## src/verilog/tws_params.svh

```systemverilog
// Purpose: offsets, fields, codes and reset values of the slave receiver
// Assumes: 32-bit apb data, byte addresses
// Notes:   definitions only
`ifndef TWS_PARAMS_SVH
`define TWS_PARAMS_SVH
// ----------------------------------------
// register offsets
// ----------------------------------------
`define TWS_OFF_CTRL     8'h00
`define TWS_OFF_STAT     8'h04
`define TWS_OFF_DATA     8'h08
`define TWS_OFF_ADDR     8'h0c
`define TWS_OFF_ISTAT    8'h10
`define TWS_OFF_IEN      8'h14
`define TWS_OFF_ICLR     8'h18
// ----------------------------------------
// bus_control fields
// ----------------------------------------
`define TWS_CB_DONE      7
`define TWS_CB_ACKEN     6
`define TWS_CB_STA       5
`define TWS_CB_STO       4
`define TWS_CB_WCOL      3
`define TWS_CB_EN        2
`define TWS_CB_IE        0
// ----------------------------------------
// status codes
// ----------------------------------------
`define TWS_ST_OWN       8'h60
`define TWS_ST_OWN_ARB   8'h68
`define TWS_ST_GC        8'h70
`define TWS_ST_GC_ARB    8'h78
`define TWS_ST_DAT_ACK   8'h80
`define TWS_ST_DAT_NACK  8'h88
`define TWS_ST_GCD_ACK   8'h90
`define TWS_ST_GCD_NACK  8'h98
`define TWS_ST_STOP      8'ha0
`define TWS_ST_NONE      8'hf8
// ----------------------------------------
// reset values and counts
// ----------------------------------------
`define TWS_RST_BYTE     8'h00
`define TWS_RST_IRQ      3'h0
`define TWS_BITS         4'h8
`endif

```

## src/verilog/tws_pkg.sv

```systemverilog
// Purpose: types of the slave receiver
// Assumes: nothing
// Notes:   gray codes along the receive path
`default_nettype none
package tws_pkg;
  typedef enum logic [2:0] {
    TWS_IDLE = 3'b000,
    TWS_ADDR = 3'b001,
    TWS_AACK = 3'b011,
    TWS_DATA = 3'b010,
    TWS_DACK = 3'b110
  } tws_state_t;
endpackage : tws_pkg
`default_nettype wire

```

## src/verilog/tws_slave_rx.sv

```systemverilog
// Purpose: two-wire slave receiver with apb registers
// Assumes: pclk 100 MHz, bus pins sampled by pclk
// Notes:   open-drain pins, oe low drives low
// Behaviour
// - answer when upper seven address bits match own address
// - answer general call 0x00 only when own address bit 0 is one
// - after own address, write bit enters receive, read is not answered
// - own address with write sets done flag and valid status
// - addressed after lost arbitration reports 0x68 or 0x78
// - ack enable cleared gives not-acknowledge after next data byte
// - ack enable zero ignores own address, bus still watched
// - in deep sleep own or general call still acknowledged
// - sleeping match raises wake, scl held low until flag cleared
// - data register not loaded by address bytes after wake
// - own write address acked reports 0x60, next byte per ack enable
// - lost arbitration then own write address reports 0x68
// - general call acked reports 0x70
// - lost arbitration then general call reports 0x78
// - acked data under own address reports 0x80, byte held
// - nacked data reports 0x88, then not addressed
// - start request in not addressed drives start once bus free
`include "tws_params.svh"
`default_nettype none
module tws_slave_rx
  import tws_pkg::*;
(
  input  wire logic        pclk,      // system clock
  input  wire logic        presetn,   // async reset, low
  input  wire logic        psel,      // apb select
  input  wire logic        penable,   // apb access phase
  input  wire logic        pwrite,    // apb direction
  input  wire logic [7:0]  paddr,     // apb byte address
  input  wire logic [31:0] pwdata,    // apb write data
  output logic      [31:0] prdata,    // apb read data
  output logic             pready,    // apb ready
  output logic             pslverr,   // apb error
  input  wire logic        scl_i,     // scl level
  output logic             scl_o,     // scl drive value
  output logic             scl_oe_n,  // scl drive, low
  input  wire logic        sda_i,     // sda level
  output logic             sda_o,     // sda drive value
  output logic             sda_oe_n,  // sda drive, low
  input  wire logic        arb_lost,  // master lost arbitration pulse
  input  wire logic        sleep_i,   // deep sleep active
  output logic             wake_o,    // wake request
  output logic             start_gen, // start to be sent
  output logic             irq        // interrupt, high
);
  // ----------------------------------------
  // decode helpers
  // ----------------------------------------
  function automatic logic own_hit(input logic [7:0] a, input logic [7:0] own);
    own_hit = (a[7:1] == own[7:1]);
  endfunction : own_hit
  function automatic logic gc_hit(input logic [7:0] a, input logic [7:0] own);
    gc_hit = (a[7:1] == 7'h00) && own[0];
  endfunction : gc_hit

  // ----------------------------------------
  // pin synchronisers and bus events
  // ----------------------------------------
  logic [2:0] scl_s;
  logic [2:0] sda_s;
  logic       scl_rise, scl_fall, start_det, stop_det;
  always_ff @(posedge pclk or negedge presetn) begin
    if (!presetn) begin
      scl_s <= 3'h7;
      sda_s <= 3'h7;
    end else begin
      scl_s <= {scl_s[1:0], scl_i};
      sda_s <= {sda_s[1:0], sda_i};
    end
  end

  assign scl_rise  = scl_s[1] & ~scl_s[2];
  assign scl_fall  = ~scl_s[1] & scl_s[2];
  assign start_det = scl_s[1] & scl_s[2] & sda_s[2] & ~sda_s[1];
  assign stop_det  = scl_s[1] & scl_s[2] & ~sda_s[2] & sda_s[1];

  // ----------------------------------------
  // registers and apb decode
  // ----------------------------------------
  tws_state_t  state_q;
  logic [3:0]  cnt_q;
  logic [7:0]  shr_q;
  logic [7:0]  data_q;
  logic [7:0]  stat_q;
  logic [7:0]  own_q;
  logic        flag_q, ack_en_q, sta_q, sto_q, wcol_q, en_q, ie_q;
  logic        gc_q, arb_q, acked_q, hold_q, wake_q, busy_q, sda_drv_q;
  logic [2:0]  istat_q;
  logic [2:0]  ien_q;
  logic [31:0] rdata_q;
  logic        wr, mapped, sw_clr, byte_end, ack_end;
  logic        addressed, addr_ok, ev_stopa, ev_done;
  logic [2:0]  ev_irq;
  assign wr       = psel & penable & pwrite;
  assign mapped   = (paddr == `TWS_OFF_CTRL) || (paddr == `TWS_OFF_STAT) ||
                    (paddr == `TWS_OFF_DATA) || (paddr == `TWS_OFF_ADDR) ||
                    (paddr == `TWS_OFF_ISTAT) || (paddr == `TWS_OFF_IEN) ||
                    (paddr == `TWS_OFF_ICLR);
  assign pready   = 1'b1;
  assign pslverr  = psel & penable & ~mapped;
  assign prdata   = rdata_q;
  assign sw_clr   = wr & mapped & (paddr == `TWS_OFF_CTRL) & pwdata[`TWS_CB_DONE];

  assign byte_end = scl_fall & (cnt_q == `TWS_BITS);
  assign ack_end  = scl_fall & ((state_q == TWS_AACK) | (state_q == TWS_DACK));
  assign addressed = (state_q == TWS_AACK) | (state_q == TWS_DATA) | (state_q == TWS_DACK);
  // match, write direction, ack enabled, interface enabled
  assign addr_ok  = (own_hit(shr_q, own_q) | gc_hit(shr_q, own_q)) & ~shr_q[0] &
                    ack_en_q & en_q;
  assign ev_stopa = addressed & (stop_det | start_det);
  assign ev_done  = ack_end | ev_stopa;
  assign ev_irq   = {wr & (paddr == `TWS_OFF_DATA) & ~flag_q,
                     (state_q == TWS_ADDR) & byte_end & addr_ok & sleep_i,
                     ev_done};

  // ----------------------------------------
  // receive state machine
  // ----------------------------------------
  always_ff @(posedge pclk or negedge presetn) begin
    if (!presetn) begin
      state_q <= TWS_IDLE;
    end else if (!en_q || stop_det) begin
      state_q <= TWS_IDLE;
    end else if (start_det) begin
      state_q <= TWS_ADDR;
    end else begin
      case (state_q)
        TWS_IDLE: state_q <= TWS_IDLE;
        TWS_ADDR: begin
          if (byte_end) begin
            state_q <= addr_ok ? TWS_AACK : TWS_IDLE;
          end
        end
        TWS_AACK: if (scl_fall) state_q <= TWS_DATA;
        TWS_DATA: if (byte_end) state_q <= TWS_DACK;
        TWS_DACK: begin
          if (scl_fall) begin
            state_q <= acked_q ? TWS_DATA : TWS_IDLE;
          end
        end
        default: state_q <= TWS_IDLE;
      endcase
    end
  end

  // ----------------------------------------
  // bit counter and shift register
  // ----------------------------------------
  always_ff @(posedge pclk or negedge presetn) begin
    if (!presetn) begin
      cnt_q <= 4'h0;
      shr_q <= `TWS_RST_BYTE;
    end else if (start_det || ack_end) begin
      cnt_q <= 4'h0;
    end else if (scl_rise && cnt_q != `TWS_BITS) begin
      cnt_q <= cnt_q + 4'h1;
      shr_q <= {shr_q[6:0], sda_s[1]};
    end
  end

  // ----------------------------------------
  // acknowledge drive
  // ----------------------------------------
  always_ff @(posedge pclk or negedge presetn) begin
    if (!presetn) begin
      sda_drv_q <= 1'b0;
      acked_q   <= 1'b0;
      gc_q      <= 1'b0;
      arb_q     <= 1'b0;
    end else begin
      if (arb_lost) begin
        arb_q <= 1'b1;
      end else if (start_det || stop_det) begin
        arb_q <= arb_q & (state_q == TWS_IDLE);
      end
      if (ack_end || ev_stopa || !en_q) begin
        sda_drv_q <= 1'b0;
      end else if (byte_end && state_q == TWS_ADDR) begin
        sda_drv_q <= addr_ok;
        gc_q      <= ~own_hit(shr_q, own_q);
      end else if (byte_end && state_q == TWS_DATA) begin
        sda_drv_q <= ack_en_q;
        acked_q   <= ack_en_q;
      end
    end
  end

  assign sda_o    = 1'b0;
  assign sda_oe_n = ~sda_drv_q;
  assign scl_o    = 1'b0;
  assign scl_oe_n = ~hold_q;

  // ----------------------------------------
  // done flag, status, data, stretch
  // ----------------------------------------
  always_ff @(posedge pclk or negedge presetn) begin
    if (!presetn) begin
      flag_q <= 1'b0;
      hold_q <= 1'b0;
      stat_q <= `TWS_ST_NONE;
    end else begin
      if (ev_done) begin
        flag_q <= 1'b1;
      end else if (sw_clr) begin
        flag_q <= 1'b0;
      end
      if (ack_end) begin
        hold_q <= 1'b1;
      end else if (sw_clr || ev_stopa) begin
        hold_q <= 1'b0;
      end
      if (ev_stopa) begin
        stat_q <= `TWS_ST_STOP;
      end else if (ack_end && state_q == TWS_AACK) begin
        case ({gc_q, arb_q})
          2'b00:   stat_q <= `TWS_ST_OWN;
          2'b01:   stat_q <= `TWS_ST_OWN_ARB;
          2'b10:   stat_q <= `TWS_ST_GC;
          default: stat_q <= `TWS_ST_GC_ARB;
        endcase
      end else if (ack_end) begin
        case ({gc_q, acked_q})
          2'b01:   stat_q <= `TWS_ST_DAT_ACK;
          2'b00:   stat_q <= `TWS_ST_DAT_NACK;
          2'b11:   stat_q <= `TWS_ST_GCD_ACK;
          default: stat_q <= `TWS_ST_GCD_NACK;
        endcase
      end else if (sw_clr) begin
        stat_q <= `TWS_ST_NONE;
      end
    end
  end

  // only received data bytes and apb writes while the flag is set reach the data register, never address bytes
  always_ff @(posedge pclk or negedge presetn) begin
    if (!presetn) begin
      data_q <= `TWS_RST_BYTE;
    end else if (byte_end && state_q == TWS_DATA) begin
      data_q <= shr_q;
    end else if (wr && paddr == `TWS_OFF_DATA && flag_q) begin
      data_q <= pwdata[7:0];
    end
  end

  // ----------------------------------------
  // wake, bus busy, start generation
  // ----------------------------------------
  always_ff @(posedge pclk or negedge presetn) begin
    if (!presetn) begin
      wake_q    <= 1'b0;
      busy_q    <= 1'b0;
      start_gen <= 1'b0;
    end else begin
      if (ev_irq[1]) begin
        wake_q <= 1'b1;
      end else if (sw_clr) begin
        wake_q <= 1'b0;
      end
      if (start_det) begin
        busy_q <= 1'b1;
      end else if (stop_det) begin
        busy_q <= 1'b0;
      end
      start_gen <= (state_q == TWS_IDLE) & sta_q & en_q & ~busy_q & ~flag_q;
    end
  end

  assign wake_o = wake_q;
  // ----------------------------------------
  // software registers
  // ----------------------------------------
  always_ff @(posedge pclk or negedge presetn) begin
    if (!presetn) begin
      ack_en_q <= 1'b0;
      sta_q    <= 1'b0;
      sto_q    <= 1'b0;
      en_q     <= 1'b0;
      ie_q     <= 1'b0;
      own_q    <= `TWS_RST_BYTE;
    end else if (wr && paddr == `TWS_OFF_CTRL) begin
      ack_en_q <= pwdata[`TWS_CB_ACKEN];
      sta_q    <= pwdata[`TWS_CB_STA];
      sto_q    <= pwdata[`TWS_CB_STO];
      en_q     <= pwdata[`TWS_CB_EN];
      ie_q     <= pwdata[`TWS_CB_IE];
    end else if (wr && paddr == `TWS_OFF_ADDR) begin
      own_q    <= pwdata[7:0];
    end
  end

  always_ff @(posedge pclk or negedge presetn) begin
    if (!presetn) begin
      wcol_q <= 1'b0;
    end else if (ev_irq[2]) begin
      wcol_q <= 1'b1;
    end else if (sw_clr) begin
      wcol_q <= 1'b0;
    end
  end

  // ----------------------------------------
  // interrupt status, enable, clear
  // ----------------------------------------
  always_ff @(posedge pclk or negedge presetn) begin
    if (!presetn) begin
      istat_q <= `TWS_RST_IRQ;
      ien_q   <= `TWS_RST_IRQ;
    end else begin
      // set wins over a clear in the same cycle
      istat_q <= (istat_q & ~((wr && paddr == `TWS_OFF_ICLR) ? pwdata[2:0] : 3'h0)) | ev_irq;
      if (wr && paddr == `TWS_OFF_IEN) begin
        ien_q <= pwdata[2:0];
      end
    end
  end

  assign irq = ie_q & (|(istat_q & ien_q));

  // ----------------------------------------
  // read data, latched in the setup phase
  // ----------------------------------------
  always_ff @(posedge pclk or negedge presetn) begin
    if (!presetn) begin
      rdata_q <= 32'h0000_0000;
    end else if (psel && !penable) begin
      case (paddr)
        `TWS_OFF_CTRL:  rdata_q <= {24'h0, flag_q, ack_en_q, sta_q, sto_q, wcol_q, en_q, 1'b0, ie_q};
        `TWS_OFF_STAT:  rdata_q <= {24'h0, stat_q};
        `TWS_OFF_DATA:  rdata_q <= {24'h0, data_q};
        `TWS_OFF_ADDR:  rdata_q <= {24'h0, own_q};
        `TWS_OFF_ISTAT: rdata_q <= {29'h0, istat_q};
        `TWS_OFF_IEN:   rdata_q <= {29'h0, ien_q};
        default:        rdata_q <= 32'h0000_0000;
      endcase
    end
  end
endmodule : tws_slave_rx
`default_nettype wire

```

## config.mk

```make
export PLATFORM = sky130hd
export DESIGN_NAME = tws_slave_rx
export DESIGN_NICKNAME = d
export VERILOG_FILES = /design/src/verilog/tws_pkg.sv /design/src/verilog/tws_slave_rx.sv
export VERILOG_INCLUDE_DIRS = /design/src /design/src/verilog
export SDC_FILE = /design/constraint.sdc
export NUM_CORES = 1
export LEC_CHECK = 0
export BUFFER_PORTS_ARGS = -buffer_cell sky130_fd_sc_hd__buf_2
export CELL_PAD_IN_SITES_DETAIL_PLACEMENT = 1
export CELL_PAD_IN_SITES_GLOBAL_PLACEMENT = 1
export CORE_ASPECT_RATIO = 0.8
export CORE_MARGIN = 2
export CORE_UTILIZATION = 41
export DETAILED_ROUTE_END_ITERATION = 6
export GPL_TIMING_DRIVEN = 0
export PLACE_DENSITY = 0.89
export SYNTH_ARGS = -nofsm -noshare
export SYNTH_HDL_FRONTEND = slang
export SYNTH_SLANG_ARGS = --single-unit
```

## constraint.sdc

```tcl
create_clock -name pclk -period 2.17 [get_ports pclk]
set_clock_uncertainty 0.1 [all_clocks]
set_input_delay 0.434 -clock pclk [delete_from_list [all_inputs] [get_ports pclk]]
set_output_delay 0.434 -clock pclk [all_outputs]
set_load 0.1 [all_outputs]
```

==> impl_summary.log, run 1 <==
INFO  metric postSynth.topFlopCell = sky130_fd_sc_hd__dfrtp_1
INFO  metric detail-route-antenna-nets = 0
INFO  metric mean_number_of_vias_per_cell = 5.19
INFO  metric final_setup_viols = 0
INFO  metric die-area = 0.00977 mm²
INFO  metric global_route.overflow_total = 0
INFO  metric i_o_pin_count = 90
INFO  metric maxSlewHeadroom = 0.390
INFO  metric power.leakage = 0.00210 µW
INFO  metric synthesized_instance_count = 356
INFO  metric crit_path_top_delay_cell = sky130_fd_sc_hd__a222oi_1
INFO  metric nets = 477
INFO  metric detailedPlacementHpwl = 7060 µm
INFO  metric grt_pass1_wl = 14,900 µm
INFO  metric clock-root-buffer = sky130_fd_sc_hd__clkbuf_8
INFO  metric synth_top_area_cell = sky130_fd_sc_hd__dfrtp_1
INFO  metric ys_ff_latch = 71
INFO  metric sequential_element_share_of_the_synthesized_area = 0.486
INFO  metric clkSinkCount = 71
INFO  metric gpl.final_weighted_congestion = 0.908
INFO  metric layout_cell_share_with_drive_strength_beyond_1 = 0.309
INFO  metric number_of_distinct_library_cells_after_synthesis = 56
INFO  metric initial_antenna_violation_count = 0
INFO  metric p_per_area = 734 mW/mm²
INFO  metric floorplan.die.height = 88.8 µm
INFO  metric worstMarginPinSlew = 0.914 ns
INFO  metric synth_top_family_by_area = simple AND/OR/NAND/NOR gates
INFO  metric hold_path.class = in2reg
INFO  metric width_of_the_chip = 110 µm
INFO  metric rsz0062_at_grt = false
INFO  metric crit_arrival = 1.56 ns
INFO  metric syn_area_per_cell = 10.4 µm²
INFO  metric vdd.ir_drop.worst = 0.502 mV
INFO  metric cts_tree = yes
INFO  metric netlist_top_cells_area = sky130_fd_sc_hd__dfrtp_1 (41%), sky130_fd_sc_hd__dfstp_2 (7.8%), sky130_fd_sc_hd__nand2_1 (6.1%)
INFO  metric worst_hold_path.endpoint = sda_s[0]
INFO  metric core_area = 0.00860 mm²
INFO  metric number_of_global_route_vias_before_repair = 2,868
INFO  metric crit_chain = a222oi_1, nor2b_2, buf_2
INFO  metric grtUsageTotal = 0.204
INFO  metric floorplan.initialDensity = 0.429
INFO  metric crit_path_max_incr_delay = 0.43 ns
INFO  metric synth-xor-area-share = 0.0238
INFO  metric number_of_search_and_repair_iterations_in_the_first_detailed_routing_pass = 5
INFO  metric r2r_slack = 0.18 ns
INFO  metric maxCapViolCount = 0
INFO  metric synth-compound-area-share = 0.0950
INFO  metric timing.critical_path.to_type = output port
INFO  metric rr_worst_depth = 6
INFO  metric final_critical_path_required_period = 2.09 ns
INFO  metric crit_fanout = 3
INFO  metric crit-reg2reg-capture = stat_q[3]
INFO  metric fp-row-count = 30
INFO  metric yosys.area.top_type_share = 0.407
INFO  metric numPortBuffers = 37
INFO  metric whs = 0.0649 ns
INFO  metric post_synthesis_instance_area = 0.00369 mm²
INFO  metric min_period_over_period = 0.965
INFO  metric antenna-diode-count = 0
INFO  metric r2r-start = scl_s[1]
INFO  metric finalSetupTns = 0 ns
INFO  metric clk_path_buf_depth = 2
INFO  metric cts.reportedPaths.clkPinSlew = 0.08 ns
INFO  metric routed_wl = 9370 µm
INFO  metric dp_slack = -0.337 ns
INFO  metric slew_viol_final = 0
INFO  metric layout.cells.most_common_list = sky130_fd_sc_hd__dfrtp_1 (60), sky130_fd_sc_hd__nand2_1 (59), sky130_fd_sc_hd__buf_2 (36)
INFO  metric worst_slack = 0.0757 ns
INFO  metric hp-start = sda_i
INFO  metric avg_wl_per_cell = 17.2 µm
INFO  metric synth-edff-count = 0
INFO  metric area_growth_syn_to_layout = 17.1%
INFO  metric outcome = finished, final reports clean
INFO  metric stdcell_area = 0.00432 mm²
INFO  metric min_delay_path_depth = 1
INFO  metric report.power.total = 3170 µW
INFO  metric highest_clock_frequency_the_design_can_meet = 477 MHz
INFO  metric cts_hold_buf = 0
INFO  metric dpl-instance-area = 0.00412 mm²
INFO  metric worstPathRequired = 1.64 ns
INFO  metric worst_setup_path_type = reg2out
INFO  metric share_of_cell_area_taken_by_muxes_after_synthesis = 0.121
INFO  metric yosysWarningCount = 0
INFO  metric post-route-drc-count = 0
INFO  metric cts_buffers = 9
INFO  metric htree_num_levels = 3
INFO  metric clock_insertion_delay_worst_skew = 0.36 ns
INFO  metric async_flop_share = 1.00
INFO  metric yosys.area_share.adder = 0.00679
INFO  metric final_common_cell = sky130_fd_sc_hd__dfrtp_1
INFO  metric first_iter_violations = 177
INFO  metric grt_start_max_net_pins = 72
INFO  metric cp-start-kind = register
INFO  metric final_hold_viol_count = 0
INFO  metric num_vias = 2,820
INFO  metric yosys.area_share.simple = 0.187
==> routing by layer <==
metal | track usage | wire, µm
met1 | 0.266 | 4210
met2 | 0.330 | 4550
met3 | 0.0604 | 485
met4 | 0.0610 | 119
met5 | 0 | 0
==> synth_stat cells, drive strengths merged, types with 3 or more instances <==
cell type / instances
o21ai: 18
clkbuf: 7
mux4: 5
a21o: 3
dfstp: 11
nor3: 6
dfrtp: 60
mux2: 19
nand3b: 4
nor2b: 6
nand2b: 8
mux2i: 12
a21oi: 18
nand2: 60
xor2: 9
nor2: 19
nor3b: 6
inv: 7
nand3: 10
buf: 31
==> where the power goes <==
part           switching (µW)  internal, µW
Combinational             437           198
Clock                     498           475
Sequential                132          1430
==> through the flow <==
step / util / cells
floorplan: - / 381
global placement: 0.479 / 530
detailed placement: 0.479 / 530
CTS: 0.501 / 544
global route: 0.502 / 543
finish: 0.502 / 543
==> cell type report <==
| cell class | instances | area [µm²] |
|---|---|---|
| fillers | 993 | 4280 |
| flip-flops and latches | 71 | 1790 |
| multi-input cells | 265 | 1730 |
| plain buffers | 34 | 254 |
| repair buffers | 38 | 198 |
| clock buffers | 13 | 159 |
| well taps | 112 | 140 |
| inverters | 7 | 26.3 |
| clock inverters | 3 | 17.5 |
==> worst max path at each step <==
stage                          start       to  slack, ns
after floorplan             paddr[2]  pslverr       0.03
after global routing      istat_q[0]      irq      0.002
final                     istat_q[0]      irq       0.08
after global placement      paddr[3]  pslverr      -0.25
after detailed placement    paddr[3]  pslverr      -0.34
after CTS                   paddr[0]  pslverr       0.02
==> repair_timing <==
action,CTS,global route
buffers inserted,0,1
pin swaps,0,1
setup endpoints to repair,10,18
gates cloned,0,0
hold endpoints to repair,0,0
gates resized for setup,4,7
==> registers in the layout, summed over array words and instances (netlist names), 3 cells and up <==
signal / count
cnt_q: 4
ien_q: 3
sda_s: 3
stat_q: 5
prdata: 8
own_q: 8
state_q: 3
data_q: 8
scl_s: 3
shr_q: 8
istat_q: 3
==> critical path, delay by kind of cell, from the launching register on <==
kind                   cells  cell delay (ns)
AOI/OAI and AO/OA          1             0.43
DFF                        1             0.40
buffers and inverters      1             0.30
and+or+nand+nor            1             0.07
==> cells by family after synthesis <==
kind of cell | count (synthesis)
adder cells (fa/ha/maj) | 2
buffers and inverters | 45
AND/OR/NAND/NOR | 133
other | 2
AO/OA/AOI/OAI | 57
multiplexers | 36
flip-flops | 71
XOR/XNOR | 10
(Power assumes the default switching activity.)
==> run 2, diff against run 1 <==
--- a/config.mk
+++ b/config.mk
@@ -10,11 +10,12 @@
 export CELL_PAD_IN_SITES_DETAIL_PLACEMENT = 1
 export CELL_PAD_IN_SITES_GLOBAL_PLACEMENT = 1
 export CORE_ASPECT_RATIO = 0.8
-export CORE_MARGIN = 2
+export CORE_MARGIN = 8
 export CORE_UTILIZATION = 41
 export DETAILED_ROUTE_END_ITERATION = 6
 export GPL_TIMING_DRIVEN = 0
 export PLACE_DENSITY = 0.89
+export SETUP_SLACK_MARGIN = 0.1
 export SYNTH_ARGS = -nofsm -noshare
 export SYNTH_HDL_FRONTEND = slang
 export SYNTH_SLANG_ARGS = --single-unit
==> impl_summary.log, run 2 (synthesis results as in run 1) <==
INFO  metric grt_start_max_net_pins = 72
INFO  metric global_route_met3_utilization = 0.0403
INFO  metric first_iter_violations = 130
INFO  metric die-area = 0.0123 mm²
INFO  metric hold_path.class = in2reg
INFO  metric cp-start-kind = register
INFO  metric mean_number_of_vias_per_cell = 5.24
INFO  metric global_route.usage.met2 = 0.288
INFO  metric r2r_slack = 0.19 ns
INFO  metric num_vias = 2,874
INFO  metric floorplan.initialDensity = 0.415
INFO  metric area_growth_syn_to_layout = 18.8%
INFO  metric clock-root-buffer = sky130_fd_sc_hd__clkbuf_8
INFO  metric clock_insertion_delay_worst_skew = 0.34 ns
INFO  metric detail-route-antenna-nets = 0
INFO  metric top_usage_layer = met2
INFO  metric timing.critical_path.to_type = output port
INFO  metric dp_slack = -0.298 ns
INFO  metric nets = 479
INFO  metric worst_setup_path_type = reg2out
INFO  metric final_hold_viol_count = 0
INFO  metric clkSinkCount = 71
INFO  metric cts.reportedPaths.clkPinSlew = 0.07 ns
INFO  metric number_of_search_and_repair_iterations_in_the_first_detailed_routing_pass = 4
INFO  metric detailedPlacementHpwl = 7450 µm
INFO  metric avg_wl_per_cell = 18.7 µm
INFO  metric min_period_over_period = 0.943
INFO  metric layout_cell_share_with_drive_strength_beyond_1 = 0.309
INFO  metric final_setup_viols = 0
INFO  metric layout.cells.most_common_list = sky130_fd_sc_hd__dfrtp_1 (60), sky130_fd_sc_hd__nand2_1 (59), sky130_fd_sc_hd__buf_2 (35)
INFO  metric vdd.ir_drop.worst = 0.355 mV
INFO  metric startpoint = istat_q[0]
INFO  metric worstPathRequired = 1.64 ns
INFO  metric core_area = 0.00888 mm²
INFO  metric report.power.total = 3240 µW
INFO  metric initial_antenna_violation_count = 0
INFO  metric fp-row-count = 31
INFO  metric worstMarginPinSlew = 0.926 ns
INFO  metric clk_path_buf_depth = 2
INFO  metric floorplan.die.height = 101 µm
INFO  metric global_route.overflow_total = 0
INFO  metric htree_num_levels = 3
INFO  metric grt_pass1_wl = 16,200 µm
INFO  metric final_critical_path_required_period = 2.05 ns
INFO  metric post-route-drc-count = 0
INFO  metric cts_buffers = 9
INFO  metric crit_arrival = 1.51 ns
INFO  metric number_of_global_route_vias_before_repair = 3,081
INFO  metric routed_wl = 10,300 µm
INFO  metric numPortBuffers = 37
INFO  metric min_delay_path_depth = 1
INFO  metric crit_fanout = 3
INFO  metric setup.worst_path.end = irq
INFO  metric maxCapViolCount = 0
INFO  metric power.leakage = 0.00214 µW
INFO  metric slew_viol_final = 0
INFO  metric dpl-instance-area = 0.00413 mm²
INFO  metric grtUsageTotal = 0.169
INFO  metric highest_clock_frequency_the_design_can_meet = 489 MHz
INFO  metric r2r-start = scl_s[1]
INFO  metric maxSlewHeadroom = 0.382
INFO  metric rsz0062_at_grt = true
INFO  metric gpl.final_weighted_congestion = 0.878
INFO  metric stdcell_area = 0.00438 mm²
INFO  metric gr-usage-met1 = 0.202
INFO  metric worst_slack = 0.124 ns
INFO  metric outcome = finished, final reports clean
INFO  metric cts_tree = yes
INFO  metric p_per_area = 740 mW/mm²
INFO  metric antenna-diode-count = 0
INFO  metric final_common_cell = sky130_fd_sc_hd__dfrtp_1
INFO  metric rr_worst_depth = 6
INFO  metric width_of_the_chip = 122 µm
INFO  metric i_o_pin_count = 90
INFO  metric crit-reg2reg-capture = sda_drv_q
run 2: changes by cell type in the layout (fill, tap and decap cells not counted), sizes merged:
cell / previous run / this run
clkinvlp: 1 / 0
clkinv: 2 / 0
bufinv: 0 / 1
buf: 69 / 72
clkbuf: 16 / 17
run 2: worst min path at each step:
stage	startpoint	to	slack, ns
finish	sda_i	sda_s[0]	0.08
global route	sda_i	sda_s[0]	0.06
CTS	scl_i	scl_s[0]	0.07
detailed placement	sda_s[0]	sda_s[1]	0.25
global placement	scl_s[0]	scl_s[1]	0.25
floorplan	presetn	ack_en_q	0.04
run 2: critical path, stage by stage, from the launching register on:
cell,delay [ns]
sky130_fd_sc_hd__dfrtp_1,0.40
sky130_fd_sc_hd__a222oi_1,0.45
sky130_fd_sc_hd__nor2b_2,0.12
sky130_fd_sc_hd__buf_12,0.19
run 2: metal layers:
layer | vias up | share of wire
met5 | - | 0
met4 | 0 | 0.015
met3 | 16 | 0.050
met2 | 83 | 0.52
met1 | 1451 | 0.41
li1 | 1324 | -
run 2: cell type report:
class,count,area [µm²]
Clock inverter,1,30.0
Buffer,34,260
Fill cell,1008,4500
Tap cell,115,144
Clock buffer,15,156
Sequential cell,71,1790
Multi-Input combinational cell,265,1740
Inverter,7,26.3
Timing Repair Buffer,40,231
run 2: power by group:
part	switching (µW)	internal [µW]	leakage (µW)	total, µW
sequential	132	1430	0.000879	1560
clock	472	566	0.0000919	1040
combinational	444	198	0.00117	642
total	1050	2190	0.00214	3240
run 2: per-stage QoR:
| stage | hold slack [ns] | setup TNS (ns) | std cells | utilization |
|---|---|---|---|---|
| floorplan | 0.0384 | 0 | 381 | - |
| finish | 0.0814 | 0 | 548 | 0.493 |
| global placement | 0.247 | -0.396 | 533 | 0.464 |
| global route | 0.0607 | 0 | 548 | 0.493 |
| CTS | 0.0697 | 0 | 547 | 0.487 |
| detailed placement | 0.249 | -1.29 | 533 | 0.464 |
run 2: repair_timing:
action	CTS	global route
setup buffers	0	3
resized for setup	8	14
pin swaps	1	2
endpoints found under the hold margin	0	0
hold buffers	0	0
endpoints found under the setup margin	19	20
cloned	0	0
